## src/hdl/snoop_pkg.sv

```systemverilog
// shared constants and carriers for snoop-control steering
package snoop_pkg;

  // register map, byte addresses on the wishbone slave
  localparam logic [3:0] MODE_OFS   = 4'h0;
  localparam logic [3:0] STATUS_OFS = 4'h4;

  // mode register fields
  localparam int         MODE_VME_BIT   = 0;
  localparam int         MODE_EXP_BIT   = 1;
  localparam int         MODE_DUAL_BIT  = 2;
  localparam int         MODE_RDSEL_BIT = 3;
  localparam int         MODE_W         = 4;
  localparam logic [3:0] MODE_RESET     = 4'h0;

  // status register fields
  localparam int STAT_BLT_BIT   = 0;
  localparam int STAT_BUSY_LSB  = 1;
  localparam int STAT_INHIB_LSB = 3;

  // snoop-control encodings
  typedef logic [1:0] snoop_code_t;
  localparam snoop_code_t SC_NONE   = 2'h0;
  localparam snoop_code_t SC_SUPPLY = 2'h1;
  localparam snoop_code_t SC_INVAL  = 2'h2;

  // one external master cycle into local memory
  typedef struct packed {
    logic valid;
    logic we;
    logic blt;
  } ext_cycle_s;

  // answer of one processor's cache search
  typedef struct packed {
    logic done;
    logic hit;
    logic dirty;
  } lookup_result_s;

  typedef enum logic [2:0] {RSP_IDLE, RSP_SEARCH, RSP_INVAL, RSP_SUPPLY, RSP_HOLD} rsp_state_e;

endpackage

```

## src/hdl/snoop_steer.sv

```systemverilog
// snoop-control steering top with wishbone mode/status registers
//
// Local design decisions: the Wishbone register port and the address map.
`timescale 1ns/100ps

// Overview of operation
// - a snooped write holds off memory while the cache is searched and a hit is invalidated first.
// - a snooped read holds off memory while the cache is searched for a matching dirty line.
// - a clean hit or a miss on a snooped read releases memory to answer normally.
// - a dirty hit on a snooped read is supplied by the processor with memory inhibited from the end of the search to the end of the cycle.
// - later reads of that line keep being supplied from cache until it is written back.
// - whichever processor masters the local bus drives the other processor's snoop-control code.
// - with the vme snoop enable clear no vme slave cycle is snooped.
// - with the vme snoop enable set a vme write is presented with the invalidate code.
// - with the vme snoop enable set a vme read is presented with the supply code.
// - with the expansion snoop enable set expansion dma cycles are snooped like vme cycles.
// - the active-low per-cycle expansion request also snoops that cycle, ored with the enable.
// - with two processors writes invalidate in both, and only one processor snoops reads.
// - both snoop enables live in the software-written mode register.
// - block transfers are not snooped and are flagged so software keeps coherency itself.
module snoop_steer (
  input  wire logic                           CLK_I,
  input  wire logic                           RST_I,
  input  wire logic [3:0]                     ADR_I,
  input  wire logic [31:0]                    DAT_I,
  output logic      [31:0]                    DAT_O,
  input  wire logic [3:0]                     SEL_I,
  input  wire logic                           WE_I,
  input  wire logic                           CYC_I,
  input  wire logic                           STB_I,
  output logic                                ACK_O,
  input  wire snoop_pkg::ext_cycle_s          VME_CYCLE_I,
  input  wire snoop_pkg::ext_cycle_s          EXP_CYCLE_I,
  input  wire logic                           EXPANSION_CYCLE_SNOOP_REQUEST_N_I,
  input  wire logic [1:0]                     LOCAL_GRANT_I,
  input  wire logic [3:0]                     USER_ATTRIBUTE_OUTPUTS_I,
  output logic      [3:0]                     SNOOP_CONTROL_INPUTS_O,
  input  wire snoop_pkg::lookup_result_s [1:0] CACHE_RESULT_I,
  output logic      [1:0]                     CACHE_LOOKUP_O,
  output logic      [1:0]                     CACHE_INVALIDATE_O,
  output logic      [1:0]                     MEM_STALL_O,
  output logic      [1:0]                     MEM_INHIBIT_O,
  output logic      [1:0]                     CACHE_SUPPLY_O
);

  typedef struct packed {
    logic [snoop_pkg::MODE_W-1:0] mode;
    logic                         blt_seen;
    logic                         ack;
    logic [31:0]                  dat;
    logic [3:0]                   sc;
  } top_state_s;

  top_state_s             st_q;
  top_state_s             st_d;
  logic                   req_n_sync;
  logic                   ext_valid;
  logic                   ext_we;
  logic                   ext_blt;
  logic                   ext_snoop;
  snoop_pkg::snoop_code_t ext_code;
  snoop_pkg::snoop_code_t cpu_code [1:0];
  logic                   bus_req;
  logic                   wr_stb;
  logic                   dual;
  logic                   rdsel;
  logic [1:0]             busy;

  // the request pin is driven by a module on another timing domain
  sync2 #(
    .W    (1),
    .INIT (1'b1)
  ) u_req_sync (
    .clk_i (CLK_I),
    .rst_i (RST_I),
    .d_i   (EXPANSION_CYCLE_SNOOP_REQUEST_N_I),
    .q_o   (req_n_sync)
  );

  assign dual  = st_q.mode[snoop_pkg::MODE_DUAL_BIT];
  assign rdsel = st_q.mode[snoop_pkg::MODE_RDSEL_BIT];

  // one external master owns local memory at a time; vme taken first
  always_comb begin
    ext_valid = VME_CYCLE_I.valid | EXP_CYCLE_I.valid;
    if (VME_CYCLE_I.valid) begin
      ext_we    = VME_CYCLE_I.we;
      ext_blt   = VME_CYCLE_I.blt;
      ext_snoop = st_q.mode[snoop_pkg::MODE_VME_BIT];
    end else begin
      ext_we    = EXP_CYCLE_I.we;
      ext_blt   = EXP_CYCLE_I.blt;
      ext_snoop = st_q.mode[snoop_pkg::MODE_EXP_BIT] | ~req_n_sync;
    end
    ext_code = snoop_pkg::SC_NONE;
    // block transfers slip past the snoop logic, so never ask for it
    if (ext_valid && ext_snoop && !ext_blt) begin
      ext_code = ext_we ? snoop_pkg::SC_INVAL : snoop_pkg::SC_SUPPLY;
    end
  end

  // per-processor code: external cycle, else the other cpu's attributes
  always_comb begin
    for (int k = 0; k < 2; k++) begin
      cpu_code[k] = snoop_pkg::SC_NONE;
      if (ext_valid) begin
        cpu_code[k] = ext_code; // writes reach both caches
        // two responders would fight on the data bus
        if (ext_code == snoop_pkg::SC_SUPPLY && dual && (k != int'(rdsel))) begin
          cpu_code[k] = snoop_pkg::SC_NONE;
        end
      end else if (LOCAL_GRANT_I[1-k]) begin
        cpu_code[k] = USER_ATTRIBUTE_OUTPUTS_I[2*(1-k) +: 2];
      end
      if (k == 1 && !dual) begin
        cpu_code[k] = snoop_pkg::SC_NONE;
      end
    end
  end

  // register slave and state update
  always_comb begin
    st_d    = st_q;
    bus_req = CYC_I & STB_I;
    // a write lands at the edge where the master sees ack
    wr_stb  = bus_req & st_q.ack & WE_I;
    st_d.ack = bus_req & ~st_q.ack;
    if (st_d.ack) begin
      case (ADR_I)
        snoop_pkg::MODE_OFS: begin
          st_d.dat = {28'h0000000, st_q.mode};
        end
        snoop_pkg::STATUS_OFS: begin
          st_d.dat = {27'h0000000, MEM_INHIBIT_O, busy, st_q.blt_seen};
        end
        default: begin
          st_d.dat = 32'h00000000;
        end
      endcase
    end
    if (wr_stb && SEL_I[0] && ADR_I == snoop_pkg::MODE_OFS) begin
      st_d.mode = DAT_I[snoop_pkg::MODE_W-1:0];
    end
    if (wr_stb && SEL_I[0] && ADR_I == snoop_pkg::STATUS_OFS &&
        DAT_I[snoop_pkg::STAT_BLT_BIT]) begin
      st_d.blt_seen = 1'b0;
    end
    // set after clear so a new block transfer is never lost
    if (ext_valid && ext_blt) begin
      st_d.blt_seen = 1'b1;
    end
    st_d.sc = {cpu_code[1], cpu_code[0]};
  end

  always_ff @(posedge CLK_I or posedge RST_I) begin
    if (RST_I) begin
      st_q <= '{mode: snoop_pkg::MODE_RESET, blt_seen: 1'b0, ack: 1'b0,
                dat: 32'h00000000, sc: 4'h0};
    end else begin
      st_q <= st_d;
    end
  end

  assign ACK_O                  = st_q.ack;
  assign DAT_O                  = st_q.dat;
  assign SNOOP_CONTROL_INPUTS_O = st_q.sc;

  // responders see the registered code, one cycle behind the cycle start
  for (genvar g = 0; g < 2; g++) begin : g_rsp
    snoop_responder u_rsp (
      .clk_i        (CLK_I),
      .rst_i        (RST_I),
      .active_i     (ext_valid),
      .code_i       (st_q.sc[2*g +: 2]),
      .result_i     (CACHE_RESULT_I[g]),
      .lookup_o     (CACHE_LOOKUP_O[g]),
      .stall_o      (MEM_STALL_O[g]),
      .invalidate_o (CACHE_INVALIDATE_O[g]),
      .inhibit_o    (MEM_INHIBIT_O[g]),
      .supply_o     (CACHE_SUPPLY_O[g]),
      .busy_o       (busy[g])
    );
  end
endmodule

```

## src/hdl/sync2.sv

```systemverilog
// two-flop synchroniser for asynchronous pin inputs
`timescale 1ns/100ps
module sync2 #(
  parameter int             W    = 1,
  parameter logic [W-1:0]   INIT = '0
) (
  input  wire logic         clk_i,
  input  wire logic         rst_i,
  input  wire logic [W-1:0] d_i,
  output logic      [W-1:0] q_o
);
  typedef struct packed {
    logic [W-1:0] meta;
    logic [W-1:0] sync;
  } sync_state_s;

  sync_state_s st_q, st_d;

  if (W < 1) begin : g_chk
    $error("sync2 width must be at least one");
  end

  always_comb begin
    st_d      = st_q;
    st_d.meta = d_i;
    st_d.sync = st_q.meta;
  end

  always_ff @(posedge clk_i or posedge rst_i) begin
    if (rst_i) begin
      st_q <= {INIT, INIT};
    end else begin
      st_q <= st_d;
    end
  end

  assign q_o = st_q.sync;
endmodule

```

## src/hdl/snoop_responder.sv

```systemverilog
// per-processor snoop responder: stall, search, invalidate or supply
`timescale 1ns/100ps
module snoop_responder (
  input  wire logic                      clk_i,
  input  wire logic                      rst_i,
  input  wire logic                      active_i,
  input  wire snoop_pkg::snoop_code_t    code_i,
  input  wire snoop_pkg::lookup_result_s result_i,
  output logic                           lookup_o,
  output logic                           stall_o,
  output logic                           invalidate_o,
  output logic                           inhibit_o,
  output logic                           supply_o,
  output logic                           busy_o
);
  typedef struct packed {
    snoop_pkg::rsp_state_e state;
    logic                  wr;
  } rsp_s;

  rsp_s st_q, st_d;

  always_comb begin
    st_d = st_q;
    case (st_q.state)
      snoop_pkg::RSP_IDLE: begin
        if (active_i && code_i != snoop_pkg::SC_NONE) begin
          st_d.state = snoop_pkg::RSP_SEARCH;
          st_d.wr    = (code_i == snoop_pkg::SC_INVAL);
        end
      end
      snoop_pkg::RSP_SEARCH: begin
        if (result_i.done) begin
          if (st_q.wr) begin
            // line dropped while memory still held off
            st_d.state = result_i.hit ? snoop_pkg::RSP_INVAL : snoop_pkg::RSP_HOLD;
          end else if (result_i.hit && result_i.dirty) begin
            // dirty stays set until write-back, so repeats land here too
            st_d.state = snoop_pkg::RSP_SUPPLY;
          end else begin
            st_d.state = snoop_pkg::RSP_HOLD;
          end
        end
      end
      snoop_pkg::RSP_INVAL:  st_d.state = snoop_pkg::RSP_HOLD;
      snoop_pkg::RSP_SUPPLY: if (!active_i) st_d.state = snoop_pkg::RSP_IDLE;
      snoop_pkg::RSP_HOLD:   if (!active_i) st_d.state = snoop_pkg::RSP_IDLE;
      default:               st_d.state = snoop_pkg::RSP_IDLE;
    endcase
  end

  always_ff @(posedge clk_i or posedge rst_i) begin
    if (rst_i) begin
      st_q <= '{state: snoop_pkg::RSP_IDLE, wr: 1'b0};
    end else begin
      st_q <= st_d;
    end
  end

  // memory held off during search and invalidate
  assign lookup_o     = (st_q.state == snoop_pkg::RSP_SEARCH);
  assign stall_o      = lookup_o | invalidate_o;
  assign invalidate_o = (st_q.state == snoop_pkg::RSP_INVAL);
  assign inhibit_o    = (st_q.state == snoop_pkg::RSP_SUPPLY);
  assign supply_o     = inhibit_o;
  assign busy_o       = (st_q.state != snoop_pkg::RSP_IDLE);
endmodule

```

## config.mk

```make
export PLATFORM = sky130hd
export DESIGN_NAME = snoop_steer
export DESIGN_NICKNAME = d
export VERILOG_FILES = /design/src/hdl/snoop_pkg.sv /design/src/hdl/snoop_steer.sv /design/src/hdl/sync2.sv /design/src/hdl/snoop_responder.sv
export SDC_FILE = /design/constraint.sdc
export NUM_CORES = 1
export LEC_CHECK = 0
export BUFFER_PORTS_ARGS = -buffer_cell sky130_fd_sc_hd__buf_2
export CORE_MARGIN = 2
export CORE_UTILIZATION = 43
export CTS_BUF_LIST = sky130_fd_sc_hd__clkbuf_4 sky130_fd_sc_hd__clkbuf_8
export CTS_CLUSTER_SIZE = 24
export DETAILED_ROUTE_END_ITERATION = 10
export HOLD_SLACK_MARGIN = 0.03
export PLACE_DENSITY = 0.8
export SLEW_MARGIN = 20
export SYNTH_ARGS = -nofsm -noshare
export SYNTH_HDL_FRONTEND = slang
export SYNTH_SLANG_ARGS = --single-unit
```

## constraint.sdc

```tcl
create_clock -name CLK_I -period 1.7 [get_ports CLK_I]
set_input_delay 0.34 -clock CLK_I [delete_from_list [all_inputs] [get_ports CLK_I]]
set_output_delay 0.34 -clock CLK_I [all_outputs]
set_load 0.01 [all_outputs]
```

==> reports/metrics.cfg, run 1 <==
[status]
status=finished clean

[placed_design]
port_buffers=52
gp_congestion=0.8462
dp_cells=255
hpwl_mm=2.567

[synthesis]
synthAdderAreaFrac=0
avgSynthCellArea_um2=9.276
synth_edf_count=0
yosysMostFrequentCell=buf_4
synth_cell_types=44
synth_top_family_by_area=buffers and inverters
synth-xor-area-share=0.005275
synth_warnings=0
syn_inst=179
synth_area_leaders=dfrtp_1, buf_4, mux2_2
async_flop_share=1.000
synth_common_cells=buf_4, dfrtp_1, o21ai_0
synthFlopType=dfrtp_1
ys_seq_elements=25
synth_compound_area_frac=0.1326
synth_mux_area_frac=0.03391
yosys.area.top_type_share=0.3466
ys_seq_area_frac=0.3783
syn-cell-area_um2=1660
synthSimpleGateAreaFrac=0.2095
netlist.top_cell.by_area=dfrtp_1

[grt]
antenna_found_initial=0
grt_max_degree=26
first_global_vias=1117
grt_pass1_wl_mm=4.954
overflow=0
track_usage=0.1475

[drt]
viasPerCell=4.815
wl_per_cell_um=12.24
first_pass_iters=4
drt_iter0_drc=38
num_vias=1247
postRouteAntennaNets=0
drc=0
wl_mm=3.170

[clock_network]
path_clk_slew_ps=90
cts_hold_buf=0
clockBufferDepth=2
cts_root_buf=clkbuf_8
clkLatencyLatePin_ps=260
cts_tree=done
cts.sink_count=25
numCtsBuffers=3
htree_num_levels=1

[worst_setup_path]
critPathCaptureType=output pin
cp.required_ps=1360
critPathBufInv=1
worstSetupPathType=reg -> out
crit_chain=nand2b_1 -> o22ai_1 -> buf_2
crit_family=flip-flops
start_kind=flip-flop
path_max_fanout=6
cp_slowest_cell=dfrtp_1
max_stage_delay_ps=440
arrival_ps=1270

[flow_run]
drv_cap=0

[timing]
maxSlewViolCount=0
skew_ps=6.217
min_period_ps=1614
timing.final.crit_share=0.9496
setup_tns_ps=0
setup_viol=0
timing.fmax_mhz=619.5
finalHoldViolCount=0
rsz0062_at_grt=false

[hold_path]
hp-class=in -> async

[finish]
final_nets=276
num_antenna_cells=0
syn_to_final_growth_pct=6.632
stdcell_count=259
drive_gt1_frac=0.3318

[floorplanning]
io_pins=111
start_util=0.4501
num_rows=22
dieArea_um2=4375
die_h_um=66.14
core-area_um2=3689
die_w_um=66.14

[power]
p_leak_nw=0.9002
vdd_ir_drop_max_mv=0.3971
power_density_nw_per_um2=806.3

==> metrics by stage <==
| step | total power (W) | util | hold WS (ps) | setup WS (ps) | area, um^2 |
|---|---|---|---|---|---|
| floorplan | 0.001032 | - | 344.5 | 334.6 | 1758 |
| global placement | 0.001065 | 0.4654 | 346.1 | 281.0 | 1717 |
| CTS | 0.001435 | 0.4786 | 117.0 | 29.39 | 1765 |
| detailed placement | 0.001074 | 0.4654 | 346.9 | 260.9 | 1717 |
| global route | 0.001525 | 0.4800 | 138.7 | 10.91 | 1770 |
| finish | 0.001428 | 0.4800 | 104.2 | 85.75 | 1770 |
==> path summary, 6_finish.rpt <==
kind	from	to	slack [ps]	cells past startpoint
worst max-delay path	g_rsp[0].u_rsp.st_q[3]	MEM_STALL_O[0]	90	3
worst min-delay path	RST_I	g_rsp[0].u_rsp.st_q[1]	100	3
worst max register to register	g_rsp[0].u_rsp.st_q[2]	g_rsp[0].u_rsp.st_q[1]	410	3
worst min register to register	u_req_sync.st_d[0]	u_req_sync.q_o	360	0
max in group asynchronous	RST_I	u_req_sync.q_o	1290	3
min in group CLK_I	EXPANSION_CYCLE_SNOOP_REQUEST_N_I	u_req_sync.st_d[0]	170	1
==> cell type report <==
class,count,area [um^2]
sequential,25,628.1
tap,48,60.06
fill,367,1918
timing repair buffer,54,275.3
inverter,5,18.77
clock buffer,4,48.80
multi-input combinational,123,739.5
==> flip-flops by register name (all words and copies together), names as in the netlist <==
| name | count |
|---|---|
| g_rsp.u_rsp.st_q | 8 |
| DAT_O | 5 |
| SNOOP_CONTROL_INPUTS_O | 4 |
| st_q | 3 |
| ACK_O | 1 |
| dual | 1 |
| rdsel | 1 |
| u_req_sync.q_o | 1 |
| u_req_sync.st_d | 1 |
==> what timing repair did <==
action / in CTS / in global routing
endpoints found under the setup margin: 0 / 1
setup buffers: 0 / 0
gates resized for setup: 0 / 1
==> layer usage <==
| layer | global-route usage | share of wire | vias to the layer above |
|---|---|---|---|
| met4 | 0.05357 | 0.0082 | 0 |
| met1 | 0.1905 | 0.45 | 582 |
| li1 | - | - | 616 |
| met2 | 0.2450 | 0.49 | 45 |
| met3 | 0.02726 | 0.055 | 4 |
| met5 | 0 | 0 | - |
==> logic make-up (layout without fill, tap and decap cells) <==
kind of cell | count (synthesis) | count (layout)
buffers and inverters | 57 | 63
and+or+nand+nor | 55 | 55
AOI/OAI and AO/OA | 35 | 35
DFF | 25 | 25
muxes | 5 | 5
other | 1 | 27
xor gates and xnor gates | 1 | 1
==> power by group <==
part	switching, W	leakage (nW)	total (W)	internal [W]
Clock	0.000176	0.0262	0.000359	0.000183
Sequential	0.0000691	0.330	0.000718	0.000649
Combinational	0.000199	0.544	0.000350	0.000152
==> layout by cell type, fill, tap and decap left out, types with 3 or more instances in the layout <==
| cell | Yosys | final |
|---|---|---|
| nand3_1 | 6 | 6 |
| nor2_1 | 8 | 8 |
| a31oi_1 | 4 | 4 |
| a22oi_1 | 3 | 3 |
| nand3b_1 | 3 | 3 |
| nand2b_1 | 4 | 4 |
| conb_1 | 1 | 27 |
| inv_1 | 5 | 5 |
| mux2_2 | 5 | 5 |
| a21oi_1 | 6 | 6 |
| dfrtp_1 | 23 | 23 |
| buf_2 | 1 | 52 |
| o21ai_0 | 11 | 11 |
| nand2_1 | 10 | 10 |
| clkbuf_8 | 0 | 3 |
==> worst min-delay path, stage by stage <==
cell	delay, ps
buf_2	90
inv_1	40
buf_4	300
Note: power is estimated with default switching activity, not from simulation.
==> run 2: changes to the inputs <==
Settings changed: PLACE_DENSITY 0.8 to 0.82.
==> run 2 against run 1 <==
Net effect:
- die area unchanged
- non-clock buffer count stayed put
- largest cell class unchanged
- hold slack worse by 1.7 ps
- total power rose by 0.21%
- clock skew is 2.3 ps higher
- via count down 0.88%
- setup slack better by 11 ps
- critical endpoint unchanged
==> reports/metrics.cfg, run 2 (synthesis gave the netlist of run 1 again) <==
[floorplanning]
core-area_um2=3689  ; unchanged
die_w_um=66.14  ; unchanged
io_pins=111  ; unchanged
die_h_um=66.14  ; unchanged
num_rows=22  ; unchanged
start_util=0.4501  ; unchanged
dieArea_um2=4375  ; unchanged

[power]
p_leak_nw=0.9006  ; about the same
vdd_ir_drop_max_mv=0.3930  ; -1.0%
power_density_nw_per_um2=806.9  ; about the same
power_w=0.001431  ; +0.21%

[worst_setup_path]
crit_family=flip-flops
cp_slowest_cell=dfrtp_1
critPathCaptureType=output pin
crit_chain=nand2b_2 -> o22ai_1 -> buf_2
reg2reg_depth=3  ; unchanged
path_max_fanout=6  ; unchanged
worstSetupPathType=reg -> out
arrival_ps=1260  ; about the same
max_stage_delay_ps=440  ; about the same
rrSetupSlack_ps=420  ; about the same
critPathBufInv=1  ; unchanged
rr_endpoint=g_rsp[0].u_rsp.st_q[1]
cp.required_ps=1360  ; about the same
worstReg2RegStart=g_rsp[0].u_rsp.st_q[2]
start_kind=flip-flop

[timing]
maxSlewViolCount=0  ; unchanged
finalHoldViolCount=0  ; unchanged
setup_viol=0  ; unchanged
skew_ps=8.542  ; +2.325 ps
setup_tns_ps=0  ; unchanged
timing.final.crit_share=0.9432  ; -0.006396
min_period_ps=1603  ; -10.87 ps
rsz0062_at_grt=false
timing.fmax_mhz=623.7  ; +0.68%

[grt]
track_usage=0.1558  ; +0.008273
first_global_vias=1148  ; +2.8%
antenna_found_initial=0  ; unchanged
grt_max_degree=26  ; unchanged
overflow=0  ; unchanged
grt_pass1_wl_mm=5.250  ; +6.0%

[clock_network]
cts_root_buf=clkbuf_8
clkLatencyLatePin_ps=270  ; about the same
cts_tree=done
cts_resized=0  ; unchanged
cts.sink_count=25  ; unchanged
cts_setup_buffers=0  ; unchanged
htree_num_levels=1  ; unchanged
numCtsBuffers=3  ; unchanged
cts_hold_buf=0  ; unchanged
path_clk_slew_ps=90  ; about the same
clockBufferDepth=2  ; unchanged

[finish]
largest_register_ffs=8  ; unchanged
num_antenna_cells=0  ; unchanged
syn_to_final_growth_pct=6.782
regMostFlops=g_rsp.u_rsp.st_q
layout_commonest_cell=buf_2
layout_common_cells=buf_2, conb_1, dfrtp_1, o21ai_0, nand2_1
final_nets=276  ; unchanged
drive_gt1_frac=0.3365  ; +0.004739

[drt]
maxUsedRoutingLayer=met4
wl_met2_mm=1.528  ; -1.9%
viasPerCell=4.772  ; -0.88%
wl_met3_um=186  ; +6.9%
wl_mm=3.126  ; -1.4%
drc=0  ; unchanged
drt_iter0_drc=32  ; -16%
first_pass_iters=4  ; unchanged
wl_met1_mm=1.386  ; -1.8%
postRouteAntennaNets=0  ; unchanged
wl_per_cell_um=12.07  ; -1.4%
num_vias=1236  ; -0.88%

[hold_path]
hp-class=in -> async

[placed_design]
hpwl_mm=2.521  ; -1.8%
gp_congestion=0.8681  ; +2.6%
port_buffers=52  ; unchanged

[status]
status=finished clean

[flow_run]
drv_cap=0  ; unchanged

[run 2: final cells by class]
type,instances,area [um^2]
Fill cell,388,1916
Multi-Input combinational cell,123,742.0
Sequential cell,25,628.1
Timing Repair Buffer,54,275.3
Tap cell,48,60.06
Clock buffer,4,48.80
Inverter,5,18.77
[run 2: layer usage]
layer  vias up  track usage
met5         -            0
met4         0      0.04337
met3         4      0.02896
met2        40       0.2613
met1       575       0.2045
li1        617            -
[run 2: worst register-to-register path: stages (launching register included)]
cell and delay [ps]:
dfrtp_1 520, nor2_1 130, and3_1 220, a221o_1 310
[run 2: how the worst max path moves through the flow]
| stage | endpoint | depth (start not counted) | startpoint | slack, ps |
|---|---|---|---|---|
| 3_5_place_dp | g_rsp[0].u_rsp.st_q[1] | 4 | VME_CYCLE_I[2] | 260 |
| 5_1_grt | MEM_STALL_O[0] | 3 | g_rsp[0].u_rsp.st_q[3] | 20 |
| 4_1_cts | CACHE_LOOKUP_O[1] | 2 | g_rsp[1].u_rsp.st_q[2] | 70 |
| 6_report | MEM_STALL_O[0] | 3 | g_rsp[0].u_rsp.st_q[3] | 100 |
| 3_3_place_gp | g_rsp[0].u_rsp.st_q[1] | 4 | VME_CYCLE_I[2] | 280 |
| 2_1_floorplan | g_rsp[0].u_rsp.st_q[1] | 5 | VME_CYCLE_I[2] | 330 |
[run 2: stage by stage]
step           utilization  setup WS [ps]  hold slack [ps]  cells  cell area [um^2]
5_1_grt             0.4807          17.08            145.6    259              1773
6_report            0.4807          96.62            102.6    259              1773
4_1_cts             0.4786          71.63            116.9    259              1765
3_3_place_gp        0.4654          279.2            346.0    255              1717
3_5_place_dp        0.4654          255.2            346.9    255              1717
2_1_floorplan            -          334.6            344.5    205              1758
[run 2: report_power, final]
part	internal, W	leakage [nW]	switching [W]
Clock	0.000183	0.0262	0.000178
Combinational	0.000155	0.545	0.000199
Sequential	0.000649	0.330	0.0000671
Total	0.000987	0.901	0.000443
